<file path="config.mk">
export PLATFORM = sky130hd
export DESIGN_NAME = power_seq_ctrl
export DESIGN_NICKNAME = d
export VERILOG_FILES = /design/src/design/power_seq_pkg.sv /design/src/design/power_seq_ctrl.sv
export SDC_FILE = /design/constraint.sdc
export NUM_CORES = 1
export LEC_CHECK = 0
export CORE_ASPECT_RATIO = 0.9
export CORE_UTILIZATION = 35
export DETAILED_ROUTE_END_ITERATION = 12
export DONT_BUFFER_PORTS = 1
export PLACE_DENSITY = 0.46
export SLEW_MARGIN = 25
export SYNTH_ARGS = -nofsm -noshare
export SYNTH_HDL_FRONTEND = slang
export SYNTH_SLANG_ARGS = --single-unit
</file>
<file path="constraint.sdc">
create_clock -name REF_CLK -period 15.99 [get_ports REF_CLK]
set_input_delay 3.198 -clock REF_CLK [delete_from_list [all_inputs] [get_ports REF_CLK]]
set_output_delay 3.198 -clock REF_CLK [all_outputs]
set_load 0.02 [all_outputs]
</file>
<file path="src/design/power_seq_pkg.sv">
// Constants, types and bundles shared by the power, reset and clock sequencer.
package power_seq_pkg;

  localparam int ADDR_W = 8;
  localparam int DATA_W = 32;

  localparam logic [ADDR_W-1:0] CLK_CTRL_OFF = 8'h00;
  localparam logic [ADDR_W-1:0] PWR_CTRL_OFF = 8'h04;
  localparam logic [ADDR_W-1:0] PWR_STAT_OFF = 8'h08;
  localparam logic [ADDR_W-1:0] EVT_MASK_OFF = 8'h0c;
  localparam logic [ADDR_W-1:0] EVT_RISE_OFF = 8'h10;
  localparam logic [ADDR_W-1:0] EVT_FALL_OFF = 8'h14;
  localparam logic [ADDR_W-1:0] EVT_PEND_OFF = 8'h18;
  localparam logic [ADDR_W-1:0] ROUTE_LO_OFF = 8'h1c;
  localparam logic [ADDR_W-1:0] ROUTE_HI_OFF = 8'h20;

  localparam int CC_EXT_REQ = 0;
  localparam int CC_FAIL_IE = 1;
  localparam int CC_FAIL_FLAG = 2;
  localparam int CC_SRC_EXT = 3;
  localparam int CC_PLL_ON = 4;

  localparam int PC_MODE_LSB = 0;
  localparam int PC_LP_REG = 2;
  localparam int PC_THR_EN = 3;
  localparam int PC_THR_RISE = 4;
  localparam int PC_THR_FALL = 5;
  localparam int PC_THR_FLAG = 6;

  localparam int PS_SUPPLY_ABOVE = 0;
  localparam int PS_STANDBY_WOKE = 1;
  localparam int PS_STATE_LSB = 2;
  localparam int PS_BOOT_LSB = 5;

  localparam int N_LINES = 18;
  localparam int N_EXT_LINES = 16;
  localparam int N_GPIO = 80;
  localparam logic [2:0] N_PORTS = 3'h5;
  localparam int ROUTE_W = 3;
  localparam int ROUTE_FIELD = 4;
  localparam int LINES_PER_ROUTE_REG = 8;
  localparam int LINE_SUPPLY = 16;
  localparam int LINE_ALARM = 17;

  localparam int REF_CLK_MHZ = 200;
  localparam int RESET_HOLD_NS = 1000;
  localparam logic [7:0] RESET_HOLD_CYC =
    8'((RESET_HOLD_NS * REF_CLK_MHZ + 999) / 1000);

  typedef enum logic [2:0] {
    ST_RESET = 3'b000,
    ST_RUN = 3'b001,
    ST_SLEEP = 3'b010,
    ST_STOP = 3'b011,
    ST_STANDBY = 3'b100
  } pwr_state_e;

  typedef enum logic [1:0] {
    LP_SLEEP = 2'b00,
    LP_STOP = 2'b01,
    LP_STANDBY = 2'b10
  } lowpower_mode_e;

  typedef enum logic [1:0] {
    main_regulation = 2'b00,
    low_power_regulation = 2'b01,
    regulator_off = 2'b10
  } regulator_mode_e;

  typedef enum logic [1:0] {
    BOOT_USER_FLASH = 2'b00,
    BOOT_SYSTEM_MEM = 2'b01,
    BOOT_SRAM = 2'b11
  } boot_e;

  typedef struct packed {
    logic psel;
    logic penable;
    logic pwrite;
    logic [ADDR_W-1:0] paddr;
    logic [DATA_W-1:0] pwdata;
  } apb_req_s;

  typedef struct packed {
    logic [DATA_W-1:0] prdata;
    logic pready;
    logic pslverr;
  } apb_rsp_s;

  typedef struct packed {
    logic cpu_clk_en;
    logic core_clk_en;
    logic internal_fast_oscillator_en;
    logic external_fast_oscillator_en;
    logic pll_en;
    logic sys_src_ext;
    logic slow_clk_en;
  } clk_ctrl_s;

  typedef struct packed {
    logic [N_GPIO-1:0] gpio;
    logic wakeup_pin;
    logic external_reset_pin_n;
    logic independent_watchdog_rst;
    logic rtc_alarm;
    logic supply_ok;
    logic supply_above;
    logic ext_osc_ok;
    logic [1:0] boot_pins;
  } pin_in_s;

endpackage

</file>
<file path="src/design/power_seq_ctrl.sv">
// Reset, clock source, regulator, low-power mode sequencer with an edge event controller.
// Functional notes
// - After any reset the CPU clock comes from the internal 8 MHz oscillator.
// - A failing selected external 4-24 MHz clock forces return to internal oscillator.
// - Clock failure interrupt is raised only when its enable bit is set.
// - Boot pins are sampled at startup to choose flash, system memory or SRAM.
// - Supply below the reset threshold always holds the device in reset.
// - Enabled supply detector interrupts on falling, rising or both threshold crossings.
// - Run uses main regulation, stop main or low-power regulation, standby turns regulator off.
// - Regulator is on after every reset and off only in standby.
// - Sleep halts only the CPU clock; any interrupt or event wakes it.
// - Stop halts core clocks, PLL and fast oscillators, keeping state; regulator selectable.
// - Any event line, external, supply detector or alarm, wakes from stop.
// - Standby powers off core, PLL and fast oscillators; only standby logic keeps state.
// - Standby exits on reset pin, watchdog reset, wakeup rising edge or alarm.
// - Stop and standby leave the slow clocks for alarm and watchdog running.
// - Eighteen edge lines, each with rising, falling or both triggers and mask.
// - Detected unmasked requests are recorded in a readable pending register.
// - Edges are caught even when shorter than a peripheral bus clock period; here lines are sampled on REF_CLK, which also clocks the APB port.
// - Any of 80 GPIO pins can be routed onto the 16 external lines; here line n takes only pin n of one of the 5 ports (index port*16+n).
//
// Local design decisions: the APB slave port and the register offsets.
module power_seq_ctrl
  import power_seq_pkg::*;
(
  input wire logic REF_CLK,
  input wire logic RST,
  input power_seq_pkg::apb_req_s APB_REQ,
  output power_seq_pkg::apb_rsp_s APB_RSP,
  input power_seq_pkg::pin_in_s PINS,
  input wire logic CPU_LOWPOWER_REQ,
  input wire logic CPU_IRQ_ANY,
  output logic CORE_RESET,
  output power_seq_pkg::boot_e BOOT_SEL,
  output power_seq_pkg::clk_ctrl_s CLK_CTRL,
  output power_seq_pkg::regulator_mode_e REG_MODE,
  output logic CLK_FAIL_IRQ,
  output logic SUPPLY_IRQ,
  output logic [N_LINES-1:0] EVENT_IRQ,
  output logic [2:0] PWR_STATE
);
  import power_seq_pkg::*;

  // Pin synchroniser; only the second stage is read by logic.
  pin_in_s sync1_reg;
  pin_in_s pins_s;
  always_ff @(posedge REF_CLK or posedge RST)
  begin
    if (RST)
    begin
      sync1_reg <= '0;
      pins_s <= '0;
    end
    else
    begin
      sync1_reg <= PINS;
      pins_s <= sync1_reg;
    end
  end

  // Previous synchronised levels for edge detection.
  logic wake_prev_reg;
  logic alarm_prev_reg;
  logic above_prev_reg;
  logic [N_LINES-1:0] line_prev_reg;

  pwr_state_e state_reg;
  pwr_state_e state_next;
  logic [7:0] hold_cnt_reg;
  logic [7:0] hold_cnt_next;

  logic ext_req_reg;
  logic fail_ie_reg;
  logic fail_flag_reg;
  logic src_ext_reg;
  logic pll_on_reg;
  logic [1:0] lp_mode_reg;
  logic lp_reg_reg;
  logic thr_en_reg;
  logic thr_rise_reg;
  logic thr_fall_reg;
  logic thr_flag_reg;
  logic standby_woke_reg;
  boot_e boot_reg;
  logic [N_LINES-1:0] mask_reg;
  logic [N_LINES-1:0] rise_reg;
  logic [N_LINES-1:0] fall_reg;
  logic [N_LINES-1:0] pend_reg;
  logic [ROUTE_W-1:0] route_reg [N_EXT_LINES];
  logic [DATA_W-1:0] prdata_reg;
  logic pslverr_reg;

  // APB decode.
  wire setup_phase = APB_REQ.psel && !APB_REQ.penable;
  wire wr_en = APB_REQ.psel && APB_REQ.penable && APB_REQ.pwrite;
  wire [ADDR_W-1:0] addr = APB_REQ.paddr;
  wire [DATA_W-1:0] wdata = APB_REQ.pwdata;
  wire sel_clk = (addr == CLK_CTRL_OFF);
  wire sel_pwr = (addr == PWR_CTRL_OFF);
  wire sel_stat = (addr == PWR_STAT_OFF);
  wire sel_mask = (addr == EVT_MASK_OFF);
  wire sel_rise = (addr == EVT_RISE_OFF);
  wire sel_fall = (addr == EVT_FALL_OFF);
  wire sel_pend = (addr == EVT_PEND_OFF);
  wire sel_rlo = (addr == ROUTE_LO_OFF);
  wire sel_rhi = (addr == ROUTE_HI_OFF);
  wire mapped = sel_clk | sel_pwr | sel_stat | sel_mask | sel_rise | sel_fall |
    sel_pend | sel_rlo | sel_rhi;

  // Reset causes; the supply supervisor cannot be masked by anything.
  wire supply_low = !pins_s.supply_ok;
  wire pin_reset = !pins_s.external_reset_pin_n;
  wire reset_cause = supply_low | pin_reset | pins_s.independent_watchdog_rst;

  wire wake_rise = pins_s.wakeup_pin && !wake_prev_reg;
  wire alarm_rise = pins_s.rtc_alarm && !alarm_prev_reg;
  wire standby_exit = wake_rise | alarm_rise;

  // Configuration lives in the core domain and is lost in standby, so the
  // reset sequence clears it as well.
  wire cfg_clr = (state_reg == ST_RESET);

  // Event line sources: routed GPIO, supply detector output, alarm.
  logic [N_LINES-1:0] line_src;
  genvar g;
  generate
    for (g = 0; g < N_EXT_LINES; g++)
    begin : g_line
      localparam int LREG = g / LINES_PER_ROUTE_REG;
      localparam int LBIT = (g % LINES_PER_ROUTE_REG) * ROUTE_FIELD;
      wire wr_route = wr_en && (LREG == 0 ? sel_rlo : sel_rhi);
      wire [ROUTE_W-1:0] port = (route_reg[g] < N_PORTS) ? route_reg[g] : '0;
      wire [6:0] gidx = {port, 4'(g)};
      assign line_src[g] = pins_s.gpio[gidx];
      always_ff @(posedge REF_CLK or posedge RST)
      begin
        if (RST)
          route_reg[g] <= '0;
        else if (cfg_clr)
          route_reg[g] <= '0;
        else if (wr_route)
          route_reg[g] <= wdata[LBIT +: ROUTE_W];
      end
    end
  endgenerate
  assign line_src[LINE_SUPPLY] = pins_s.supply_above;
  assign line_src[LINE_ALARM] = pins_s.rtc_alarm;

  // Sampling at the 200 MHz reference clock catches any pulse of one reference
  // period or more; the APB port runs on this same clock, so shorter pulses can be missed.
  wire [N_LINES-1:0] line_rise = line_src & ~line_prev_reg;
  wire [N_LINES-1:0] line_fall = ~line_src & line_prev_reg;
  wire [N_LINES-1:0] line_hit = ((line_rise & rise_reg) | (line_fall & fall_reg)) &
    mask_reg;
  wire [N_LINES-1:0] pend_clr = (wr_en && sel_pend) ? wdata[N_LINES-1:0] : '0;
  wire [N_LINES-1:0] pend_next = line_hit | (pend_reg & ~pend_clr);
  wire pend_any = |pend_reg;

  // Supply threshold crossing detection.
  wire above_rise = pins_s.supply_above && !above_prev_reg;
  wire above_fall = !pins_s.supply_above && above_prev_reg;
  wire thr_hit = thr_en_reg && ((above_rise && thr_rise_reg) ||
    (above_fall && thr_fall_reg));

  // External oscillator supervision.
  wire ext_fail = src_ext_reg && !pins_s.ext_osc_ok;
  wire lowpower_entry = (state_reg == ST_RUN) && CPU_LOWPOWER_REQ;
  wire stop_or_standby = (state_reg == ST_STOP) || (state_reg == ST_STANDBY);
  wire going_deep = lowpower_entry && (lp_mode_reg != LP_SLEEP);

  boot_e boot_pin_sel;
  assign boot_pin_sel = !pins_s.boot_pins[0] ? BOOT_USER_FLASH :
    (pins_s.boot_pins[1] ? BOOT_SRAM : BOOT_SYSTEM_MEM);

  // Power state sequencing.
  always_comb
  begin
    state_next = state_reg;
    hold_cnt_next = hold_cnt_reg;
    case (state_reg)
      ST_RESET:
      begin
        if (reset_cause)
          hold_cnt_next = RESET_HOLD_CYC;
        else if (hold_cnt_reg == 8'h00)
          state_next = ST_RUN;
        else
          hold_cnt_next = hold_cnt_reg - 8'h01;
      end
      ST_RUN:
      begin
        if (CPU_LOWPOWER_REQ)
        begin
          if (lp_mode_reg == LP_STOP)
            state_next = ST_STOP;
          else if (lp_mode_reg == LP_STANDBY)
            state_next = ST_STANDBY;
          else
            state_next = ST_SLEEP;
        end
      end
      ST_SLEEP:
      begin
        if (CPU_IRQ_ANY || pend_any)
          state_next = ST_RUN;
      end
      ST_STOP:
      begin
        if (pend_any)
          state_next = ST_RUN;
      end
      ST_STANDBY:
      begin
        if (standby_exit)
        begin
          state_next = ST_RESET;
          hold_cnt_next = RESET_HOLD_CYC;
        end
      end
      default:
        state_next = ST_RESET;
    endcase
    if (reset_cause)
    begin
      state_next = ST_RESET;
      hold_cnt_next = RESET_HOLD_CYC;
    end
  end

  always_ff @(posedge REF_CLK or posedge RST)
  begin
    if (RST)
    begin
      state_reg <= ST_RESET;
      hold_cnt_reg <= RESET_HOLD_CYC;
      wake_prev_reg <= 1'b0;
      alarm_prev_reg <= 1'b0;
      above_prev_reg <= 1'b0;
      line_prev_reg <= '0;
    end
    else
    begin
      state_reg <= state_next;
      hold_cnt_reg <= hold_cnt_next;
      wake_prev_reg <= pins_s.wakeup_pin;
      alarm_prev_reg <= pins_s.rtc_alarm;
      above_prev_reg <= pins_s.supply_above;
      line_prev_reg <= line_src;
    end
  end

  // Boot pins are captured once, as the reset sequence releases the core.
  always_ff @(posedge REF_CLK or posedge RST)
  begin
    if (RST)
      boot_reg <= BOOT_USER_FLASH;
    else if (state_reg == ST_RESET && state_next == ST_RUN)
      boot_reg <= boot_pin_sel;
  end

  // Standby circuitry keeps this flag across the reset sequence.
  always_ff @(posedge REF_CLK or posedge RST)
  begin
    if (RST)
      standby_woke_reg <= 1'b0;
    else if (state_reg == ST_STANDBY && standby_exit && !reset_cause)
      standby_woke_reg <= 1'b1;
    else if (wr_en && sel_stat && wdata[PS_STANDBY_WOKE])
      standby_woke_reg <= 1'b0;
  end

  // Clock control register and source selection.
  always_ff @(posedge REF_CLK or posedge RST)
  begin
    if (RST)
    begin
      ext_req_reg <= 1'b0;
      fail_ie_reg <= 1'b0;
      fail_flag_reg <= 1'b0;
      src_ext_reg <= 1'b0;
      pll_on_reg <= 1'b0;
    end
    else if (cfg_clr)
    begin
      ext_req_reg <= 1'b0;
      fail_ie_reg <= 1'b0;
      fail_flag_reg <= 1'b0;
      src_ext_reg <= 1'b0;
      pll_on_reg <= 1'b0;
    end
    else
    begin
      if (ext_fail || going_deep)
        ext_req_reg <= 1'b0;
      else if (wr_en && sel_clk)
        ext_req_reg <= wdata[CC_EXT_REQ];
      if (wr_en && sel_clk)
        fail_ie_reg <= wdata[CC_FAIL_IE];
      if (ext_fail)
        fail_flag_reg <= 1'b1;
      else if (wr_en && sel_clk && wdata[CC_FAIL_FLAG])
        fail_flag_reg <= 1'b0;
      // A reset cause drops the external source at the same edge that enters reset.
      if (reset_cause || ext_fail || going_deep || !ext_req_reg)
        src_ext_reg <= 1'b0;
      else if (pins_s.ext_osc_ok)
        src_ext_reg <= 1'b1;
      if (wr_en && sel_clk)
        pll_on_reg <= wdata[CC_PLL_ON];
    end
  end

  // Power control register and supply detector flag.
  always_ff @(posedge REF_CLK or posedge RST)
  begin
    if (RST)
    begin
      lp_mode_reg <= LP_SLEEP;
      lp_reg_reg <= 1'b0;
      thr_en_reg <= 1'b0;
      thr_rise_reg <= 1'b0;
      thr_fall_reg <= 1'b0;
      thr_flag_reg <= 1'b0;
    end
    else if (cfg_clr)
    begin
      lp_mode_reg <= LP_SLEEP;
      lp_reg_reg <= 1'b0;
      thr_en_reg <= 1'b0;
      thr_rise_reg <= 1'b0;
      thr_fall_reg <= 1'b0;
      thr_flag_reg <= 1'b0;
    end
    else
    begin
      if (wr_en && sel_pwr)
      begin
        lp_mode_reg <= wdata[PC_MODE_LSB +: 2];
        lp_reg_reg <= wdata[PC_LP_REG];
        thr_en_reg <= wdata[PC_THR_EN];
        thr_rise_reg <= wdata[PC_THR_RISE];
        thr_fall_reg <= wdata[PC_THR_FALL];
      end
      if (thr_hit)
        thr_flag_reg <= 1'b1;
      else if (wr_en && sel_pwr && wdata[PC_THR_FLAG])
        thr_flag_reg <= 1'b0;
    end
  end

  // Event controller configuration and pending bits.
  always_ff @(posedge REF_CLK or posedge RST)
  begin
    if (RST)
    begin
      mask_reg <= '0;
      rise_reg <= '0;
      fall_reg <= '0;
      pend_reg <= '0;
    end
    else if (cfg_clr)
    begin
      mask_reg <= '0;
      rise_reg <= '0;
      fall_reg <= '0;
      pend_reg <= '0;
    end
    else
    begin
      if (wr_en && sel_mask)
        mask_reg <= wdata[N_LINES-1:0];
      if (wr_en && sel_rise)
        rise_reg <= wdata[N_LINES-1:0];
      if (wr_en && sel_fall)
        fall_reg <= wdata[N_LINES-1:0];
      pend_reg <= pend_next;
    end
  end

  // Read data is captured in the setup phase so the access phase answers at once.
  logic [DATA_W-1:0] route_lo_word;
  logic [DATA_W-1:0] route_hi_word;
  always_comb
  begin
    route_lo_word = '0;
    route_hi_word = '0;
    for (int i = 0; i < LINES_PER_ROUTE_REG; i++)
    begin
      route_lo_word[i*ROUTE_FIELD +: ROUTE_W] = route_reg[i];
      route_hi_word[i*ROUTE_FIELD +: ROUTE_W] = route_reg[i + LINES_PER_ROUTE_REG];
    end
  end

  wire [DATA_W-1:0] clk_word = DATA_W'({pll_on_reg, src_ext_reg, fail_flag_reg,
    fail_ie_reg, ext_req_reg});
  wire [DATA_W-1:0] pwr_word = DATA_W'({thr_flag_reg, thr_fall_reg, thr_rise_reg,
    thr_en_reg, lp_reg_reg, lp_mode_reg});
  wire [DATA_W-1:0] stat_word = DATA_W'({boot_reg, state_reg, standby_woke_reg,
    pins_s.supply_above});
  wire [DATA_W-1:0] rd_mux =
    sel_clk ? clk_word :
    sel_pwr ? pwr_word :
    sel_stat ? stat_word :
    sel_mask ? DATA_W'(mask_reg) :
    sel_rise ? DATA_W'(rise_reg) :
    sel_fall ? DATA_W'(fall_reg) :
    sel_pend ? DATA_W'(pend_reg) :
    sel_rlo ? route_lo_word :
    sel_rhi ? route_hi_word : '0;

  always_ff @(posedge REF_CLK or posedge RST)
  begin
    if (RST)
    begin
      prdata_reg <= '0;
      pslverr_reg <= 1'b0;
    end
    else if (setup_phase)
    begin
      prdata_reg <= APB_REQ.pwrite ? '0 : rd_mux;
      pslverr_reg <= !mapped;
    end
  end

  assign APB_RSP.prdata = prdata_reg;
  assign APB_RSP.pready = 1'b1;
  assign APB_RSP.pslverr = pslverr_reg && APB_REQ.psel && APB_REQ.penable;

  // Output decode.
  assign CORE_RESET = (state_reg == ST_RESET);
  assign BOOT_SEL = boot_reg;
  assign CLK_CTRL.cpu_clk_en = (state_reg == ST_RUN);
  assign CLK_CTRL.core_clk_en = (state_reg == ST_RUN) || (state_reg == ST_SLEEP) ||
    (state_reg == ST_RESET);
  assign CLK_CTRL.internal_fast_oscillator_en = !stop_or_standby;
  assign CLK_CTRL.external_fast_oscillator_en = ext_req_reg && !stop_or_standby;
  assign CLK_CTRL.pll_en = pll_on_reg && !stop_or_standby;
  assign CLK_CTRL.sys_src_ext = src_ext_reg;
  // The slow oscillators feed the alarm and watchdog and never stop.
  assign CLK_CTRL.slow_clk_en = 1'b1;
  assign REG_MODE = (state_reg == ST_STANDBY) ? regulator_off :
    ((state_reg == ST_STOP && lp_reg_reg) ? low_power_regulation :
    main_regulation);
  assign CLK_FAIL_IRQ = fail_flag_reg && fail_ie_reg;
  assign SUPPLY_IRQ = thr_flag_reg;
  assign EVENT_IRQ = pend_reg;
  assign PWR_STATE = state_reg;

endmodule

</file>
Word-level counts from Yosys, hierarchy flattened. Cells that the tools add are included.

Equal/unequal tests: 17. Muxes and demuxes: 143. Bitwise operators: 22. Magnitude comparators: 32. Add/sub/neg operators: 1. Reductions and logical operators: 74.

Operators by type and width (number): 2-to-1 mux 31 bit (10); 2-to-1 mux 3 bit (56); 2-to-1 mux 18 bit (8); < comparator 7 x 8 -> 1 bit (second input constant) (16); bitwise AND 18 bit (6); NOT 18 bit (3); binary-select mux 1 bit (select 3 bit) (16); < comparator 3 bit (second input constant) (16); 2-to-1 mux 1 bit (43); bitwise OR 18 bit (2); logical AND 1 bit (34); equality test 8 x 5 -> 1 bit (second input constant) (4); 2-to-1 mux 8 bit (3); nonzero test 2 bit (9); OR reduction 18 bit (1); equality test 8 x 4 -> 1 bit (second input constant) (2); logical NOT 8 bit (2); case mux 8 bit (2 select lines) (1); case mux 3 bit (5 select lines) (1); nonzero test 3 bit (5); logical NOT 1 bit (12); bitwise OR 1 bit (11); 2-to-1 mux 2 bit (5); logical OR 1 bit (9); 11 further kinds (14).

Input port bits: 136. Output and inout port bits: 69. Logic and storage cells: 348. Flip-flop bits (word level): 378.

Longest topological paths before layout.
Depth after elaboration: 11. Gate-level depth with buffers: 8.

Worst setup path before layout. OpenSTA, ideal clock, no wires.

Path kind: input to output. Start point: in APB_REQ[42] (netlist bit). End point: out APB_RSP[0] (netlist bit). Path slack: 9348 ps. Arrival: 3444 ps. Stages: 1. Required time: 12792 ps. Cells stage by stage: and3_1.

Longest elaborated chain between the ends: 2.

Ends and longest elaborated chain: from (decl) (RTL line power_seq_ctrl.sv:28) `input power_seq_pkg::apb_req_s APB_REQ,`; logical AND 1 bit (2 in series) (RTL line power_seq_ctrl.sv:427) `assign APB_RSP.pslverr = pslverr_reg && APB_REQ.psel && APB_REQ.penable;`; to (decl) (RTL line power_seq_ctrl.sv:29) `output power_seq_pkg::apb_rsp_s APB_RSP,`.

Every way passes these cells.

Worst setup path in the final report. Ends and elaborated chain as after synthesis.

==> results.txt <==
----------------------------------------------------
[Outcome]
  Status ... complete, no violations

[Timing]
  Tcrit/Tclk final ... 0.416
  Slew @ Worst Pin ... 936 ps
  Final setup violation count ... 0
  Maximum clock rate ... 150 MHz
  Hold_ws ... 345 ps
  Final Slew Violations ... 0
  Setup skew after layout ... 19.8 ps
  Post-route setup TNS ... 0 ps
  RSZ-0062 raised after global routing ... no
  Rel. slew slack ... 0.370
  Minimum setup slack in the final design ... 9340 ps
  Post-route minimum period ... 6650 ps
  Fin. Hold Viols ... 0

[Global routing]
  Total overflow reported by the global router ... 0
  Number of antenna violations at the first check in global routing ... 0
  Wire length of the first global-routing pass ... 73,200 µm
  Total track usage ... 0.225
  Vias in the first global route ... 10,794
  Pin count of the biggest net entering global routing ... 162

[Worst setup path]
  Largest stage delay, worst path ... 260 ps
  Critical Path Slowest Stage Cell ... sky130_fd_sc_hd__and3_1
  Critical path data required time ... 12,790 ps
  Kind of launch point of the worst setup path ... input pin
  Register-to-register path setup slack ... 12,990 ps
  Start-to-end type of the worst setup path ... in -> out
  Crit path arrival time ... 3450 ps
  Crit path max-delay family ... simple AND/OR/NAND/NOR gates
  Worst-path fanout max ... 6
  Capturing element type of the critical path ... output port
  Critical path buffer and inverter count ... 0
  Sequence of cells on the critical path ... and3_1

[Layout]
  Diodes inserted ... 0
  Sequential standard cell area ... 9310 µm²
  Fillers ... 4,079
  Area of the multi-input gates ... 5270 µm²
  Number of flip-flops in the largest register ... 89
  Net count, final ... 1,482
  Syn-to-layout area delta ... 13.4%
  Fraction of final layout cells sized beyond drive strength 1 ... 0.117
  Final core utilization ... 0.407

[Floorplanning]
  Site row count ... 71
  Die extent in x ... 221 µm
  Top-level port count ... 205
  Initial Utilization ... 0.359
  Vertical extent of the die ... 199 µm
  Area of the core ... 42,200 µm²
  Total die area ... 44,100 µm²

[Hold path]
  Worst min-delay path class ... reg -> reg

[Place]
  Placement Setup Slack ... 9340 ps
  Routability-driven placement congestion ratio ... 0.868
  Detailed placer's ending HPWL ... 32,600 µm
  Number of buffers inserted by port buffering ... 0

[Logic synthesis]
  Synthesis-stage register bit count ... 372
  Dominant synthesized flop cell ... sky130_fd_sc_hd__dfrtp_1
  Yosys top cell by area ... sky130_fd_sc_hd__dfrtp_1
  Mean area per synthesized cell ... 11.1 µm²
  Most frequently used cell type in the post-synthesis netlist ... sky130_fd_sc_hd__dfrtp_1
  Post-synthesis sequential area ratio ... 0.615
  Count of mapped cells out of synthesis ... 1,360
  EDFF count, synth ... 0
  Yosys top cell area share ... 0.610
  Distinct cells, synth ... 76
  Largest cells by area after synthesis ... sky130_fd_sc_hd__dfrtp_1 61%, sky130_fd_sc_hd__nand2_1 6.2%, sky130_fd_sc_hd__a21oi_1 4.7%
  Ranking of synthesized cells by instance count ... 369 x sky130_fd_sc_hd__dfrtp_1, 251 x sky130_fd_sc_hd__nand2_1, 141 x sky130_fd_sc_hd__a21oi_1
  Yosys warnings ... 0
  Fraction of synthesis flops using an asynchronous set or reset pin ... 1.00
  Summed instance area of the synthesized netlist ... 15,100 µm²

[Clock network]
  Library cell used as clock root buffer ... sky130_fd_sc_hd__clkbuf_16
  Hold buffer count at cts ... 0
  Clock Sink Count ... 372
  Buffer count from post-CTS setup fixing ... 0
  CTS tree ... done
  Post-CTS resize count ... 0
  Maximum buffer depth of the clock tree ... 3
  Clock slew at reported path FFs ... 60 ps
  Number of CTS-inserted buffers ... 42
  CTS H-tree depth ... 2
  Latest clock arrival within the worst-skew pair ... 580 ps

[Route]
  Routed via count divided by cell count ... 5.62
  Initial drt markers ... 1,045
  Overall via count from detail_route ... 10,824
  Pre-antenna DRT Iters ... 6
  Routed wire length ... 48,500 µm
  Routed length per placed instance ... 25.2 µm
  Remaining DRCs ... 0
  Remaining antenna violation count ... 0

[Flow run]
  MaxCap Viol Count ... 0

[Power]
  VDD IR max ... 86.4 µV
  Static Leak ... 6.92 nW
  Pwr Density ... 122 nW/µm²

----------------------------------------------------
layout by cell type, fill, tap and decap left out, types with 4 or more instances in the layout:
cell                        Yosys  routed
sky130_fd_sc_hd__clkbuf_1      40       7
sky130_fd_sc_hd__o22ai_1        4       4
sky130_fd_sc_hd__a31oi_1        5       5
sky130_fd_sc_hd__a21o_1         5       5
sky130_fd_sc_hd__a32o_1         8       8
sky130_fd_sc_hd__clkbuf_8       0       7
sky130_fd_sc_hd__dfrtp_1      369     369
sky130_fd_sc_hd__nand4b_1      15      15
sky130_fd_sc_hd__nor3_1        13      13
sky130_fd_sc_hd__o21ai_0       41      41
sky130_fd_sc_hd__a32oi_1        4       4
sky130_fd_sc_hd__clkinv_2       0       7
sky130_fd_sc_hd__a22oi_1       18      18
sky130_fd_sc_hd__mux2_2        21      21
sky130_fd_sc_hd__inv_1         49      47
sky130_fd_sc_hd__bufinv_16      0       8
sky130_fd_sc_hd__and2_1         5       5
sky130_fd_sc_hd__mux2i_1       17      17
sky130_fd_sc_hd__o221ai_1       5       5
sky130_fd_sc_hd__nand3_1       19      19
sky130_fd_sc_hd__a22o_1         8       8
sky130_fd_sc_hd__nand3b_1       6       6
sky130_fd_sc_hd__conb_1         2       6
sky130_fd_sc_hd__a221oi_1       4       4
sky130_fd_sc_hd__nor4_1         8       7
sky130_fd_sc_hd__clkbuf_16      0      42
sky130_fd_sc_hd__buf_4          8      20
sky130_fd_sc_hd__nand2b_1       7       7
sky130_fd_sc_hd__nand4_1       25      25
sky130_fd_sc_hd__nor2_1        46      46
sky130_fd_sc_hd__a211o_1       18      18
sky130_fd_sc_hd__a21oi_1      141     141
sky130_fd_sc_hd__nor2b_1       27      27
sky130_fd_sc_hd__mux4_2        16      16
sky130_fd_sc_hd__a221o_1        4       4
sky130_fd_sc_hd__nand2_1      251     251
sky130_fd_sc_hd__o211ai_1      36      36
sky130_fd_sc_hd__o41ai_2        4       4
sky130_fd_sc_hd__a21boi_0       4       4
where the power goes:
| group | switching, mW | total, mW | internal, mW |
|---|---|---|---|
| clock | 0.405 | 1.06 | 0.650 |
| combinational | 0.0443 | 0.0618 | 0.0175 |
| sequential | 0.00954 | 0.978 | 0.968 |
| total | 0.459 | 2.09 | 1.64 |
path summary, 6_finish.rpt:
path                          startpoint                end  cells past startpoint
max                          APB_REQ[42]         APB_RSP[0]                      1
min                        sync1_reg[47]         pins_s[47]                      0
max reg2reg                 PWR_STATE[1]  route_lo_word[20]                      5
min reg2reg                sync1_reg[47]         pins_s[47]                      0
max in group asynchronous            RST         pins_s[25]                      2
min in group asynchronous            RST      sync1_reg[56]                      1
metrics by stage:
| step | power [mW] | std cells | instance area [µm²] |
|---|---|---|---|
| global route | 2.17 | 1926 | 17200 |
| global placement | 1.06 | 1847 | 15600 |
| CTS | 2.12 | 1925 | 17100 |
| floorplan | 1.04 | 1364 | 15200 |
| finish | 2.09 | 1926 | 17200 |
| detailed placement | 1.06 | 1847 | 15600 |
layout make-up:
cell class | instances | share of cell area
sequential | 372 | 0.543
tap | 547 | 0.0399
timing repair buffer | 23 | 0.0110
inverter | 49 | 0.0113
multi-input combinational | 857 | 0.307
clock buffer | 56 | 0.0684
clock inverter | 22 | 0.0200
layer usage:
layer	wire length (µm)	global-route usage	vias to the layer above
met2	20900	0.327	376
met1	22500	0.326	5594
li1	-	-	4789
met3	4090	0.0604	65
met5	0	0	-
met4	1080	0.0692	0
cell families (layout without fill, tap and decap cells):
kind of cell | Yosys count | in the layout | synth area share
AO/OA/AOI/OAI | 341 | 341 | 0.148
XOR/XNOR | 1 | 1 | 0.000579
adder cells (fa/ha/maj) | 1 | 1 | 0.000826
buffers and inverters | 135 | 150 | 0.0392
flip-flops | 372 | 372 | 0.615
multiplexers | 54 | 54 | 0.0507
other | 2 | 6 | 0.000496
AND/OR/NAND/NOR | 454 | 454 | 0.145
No activity file was read; power rests on OpenSTA's default activity.
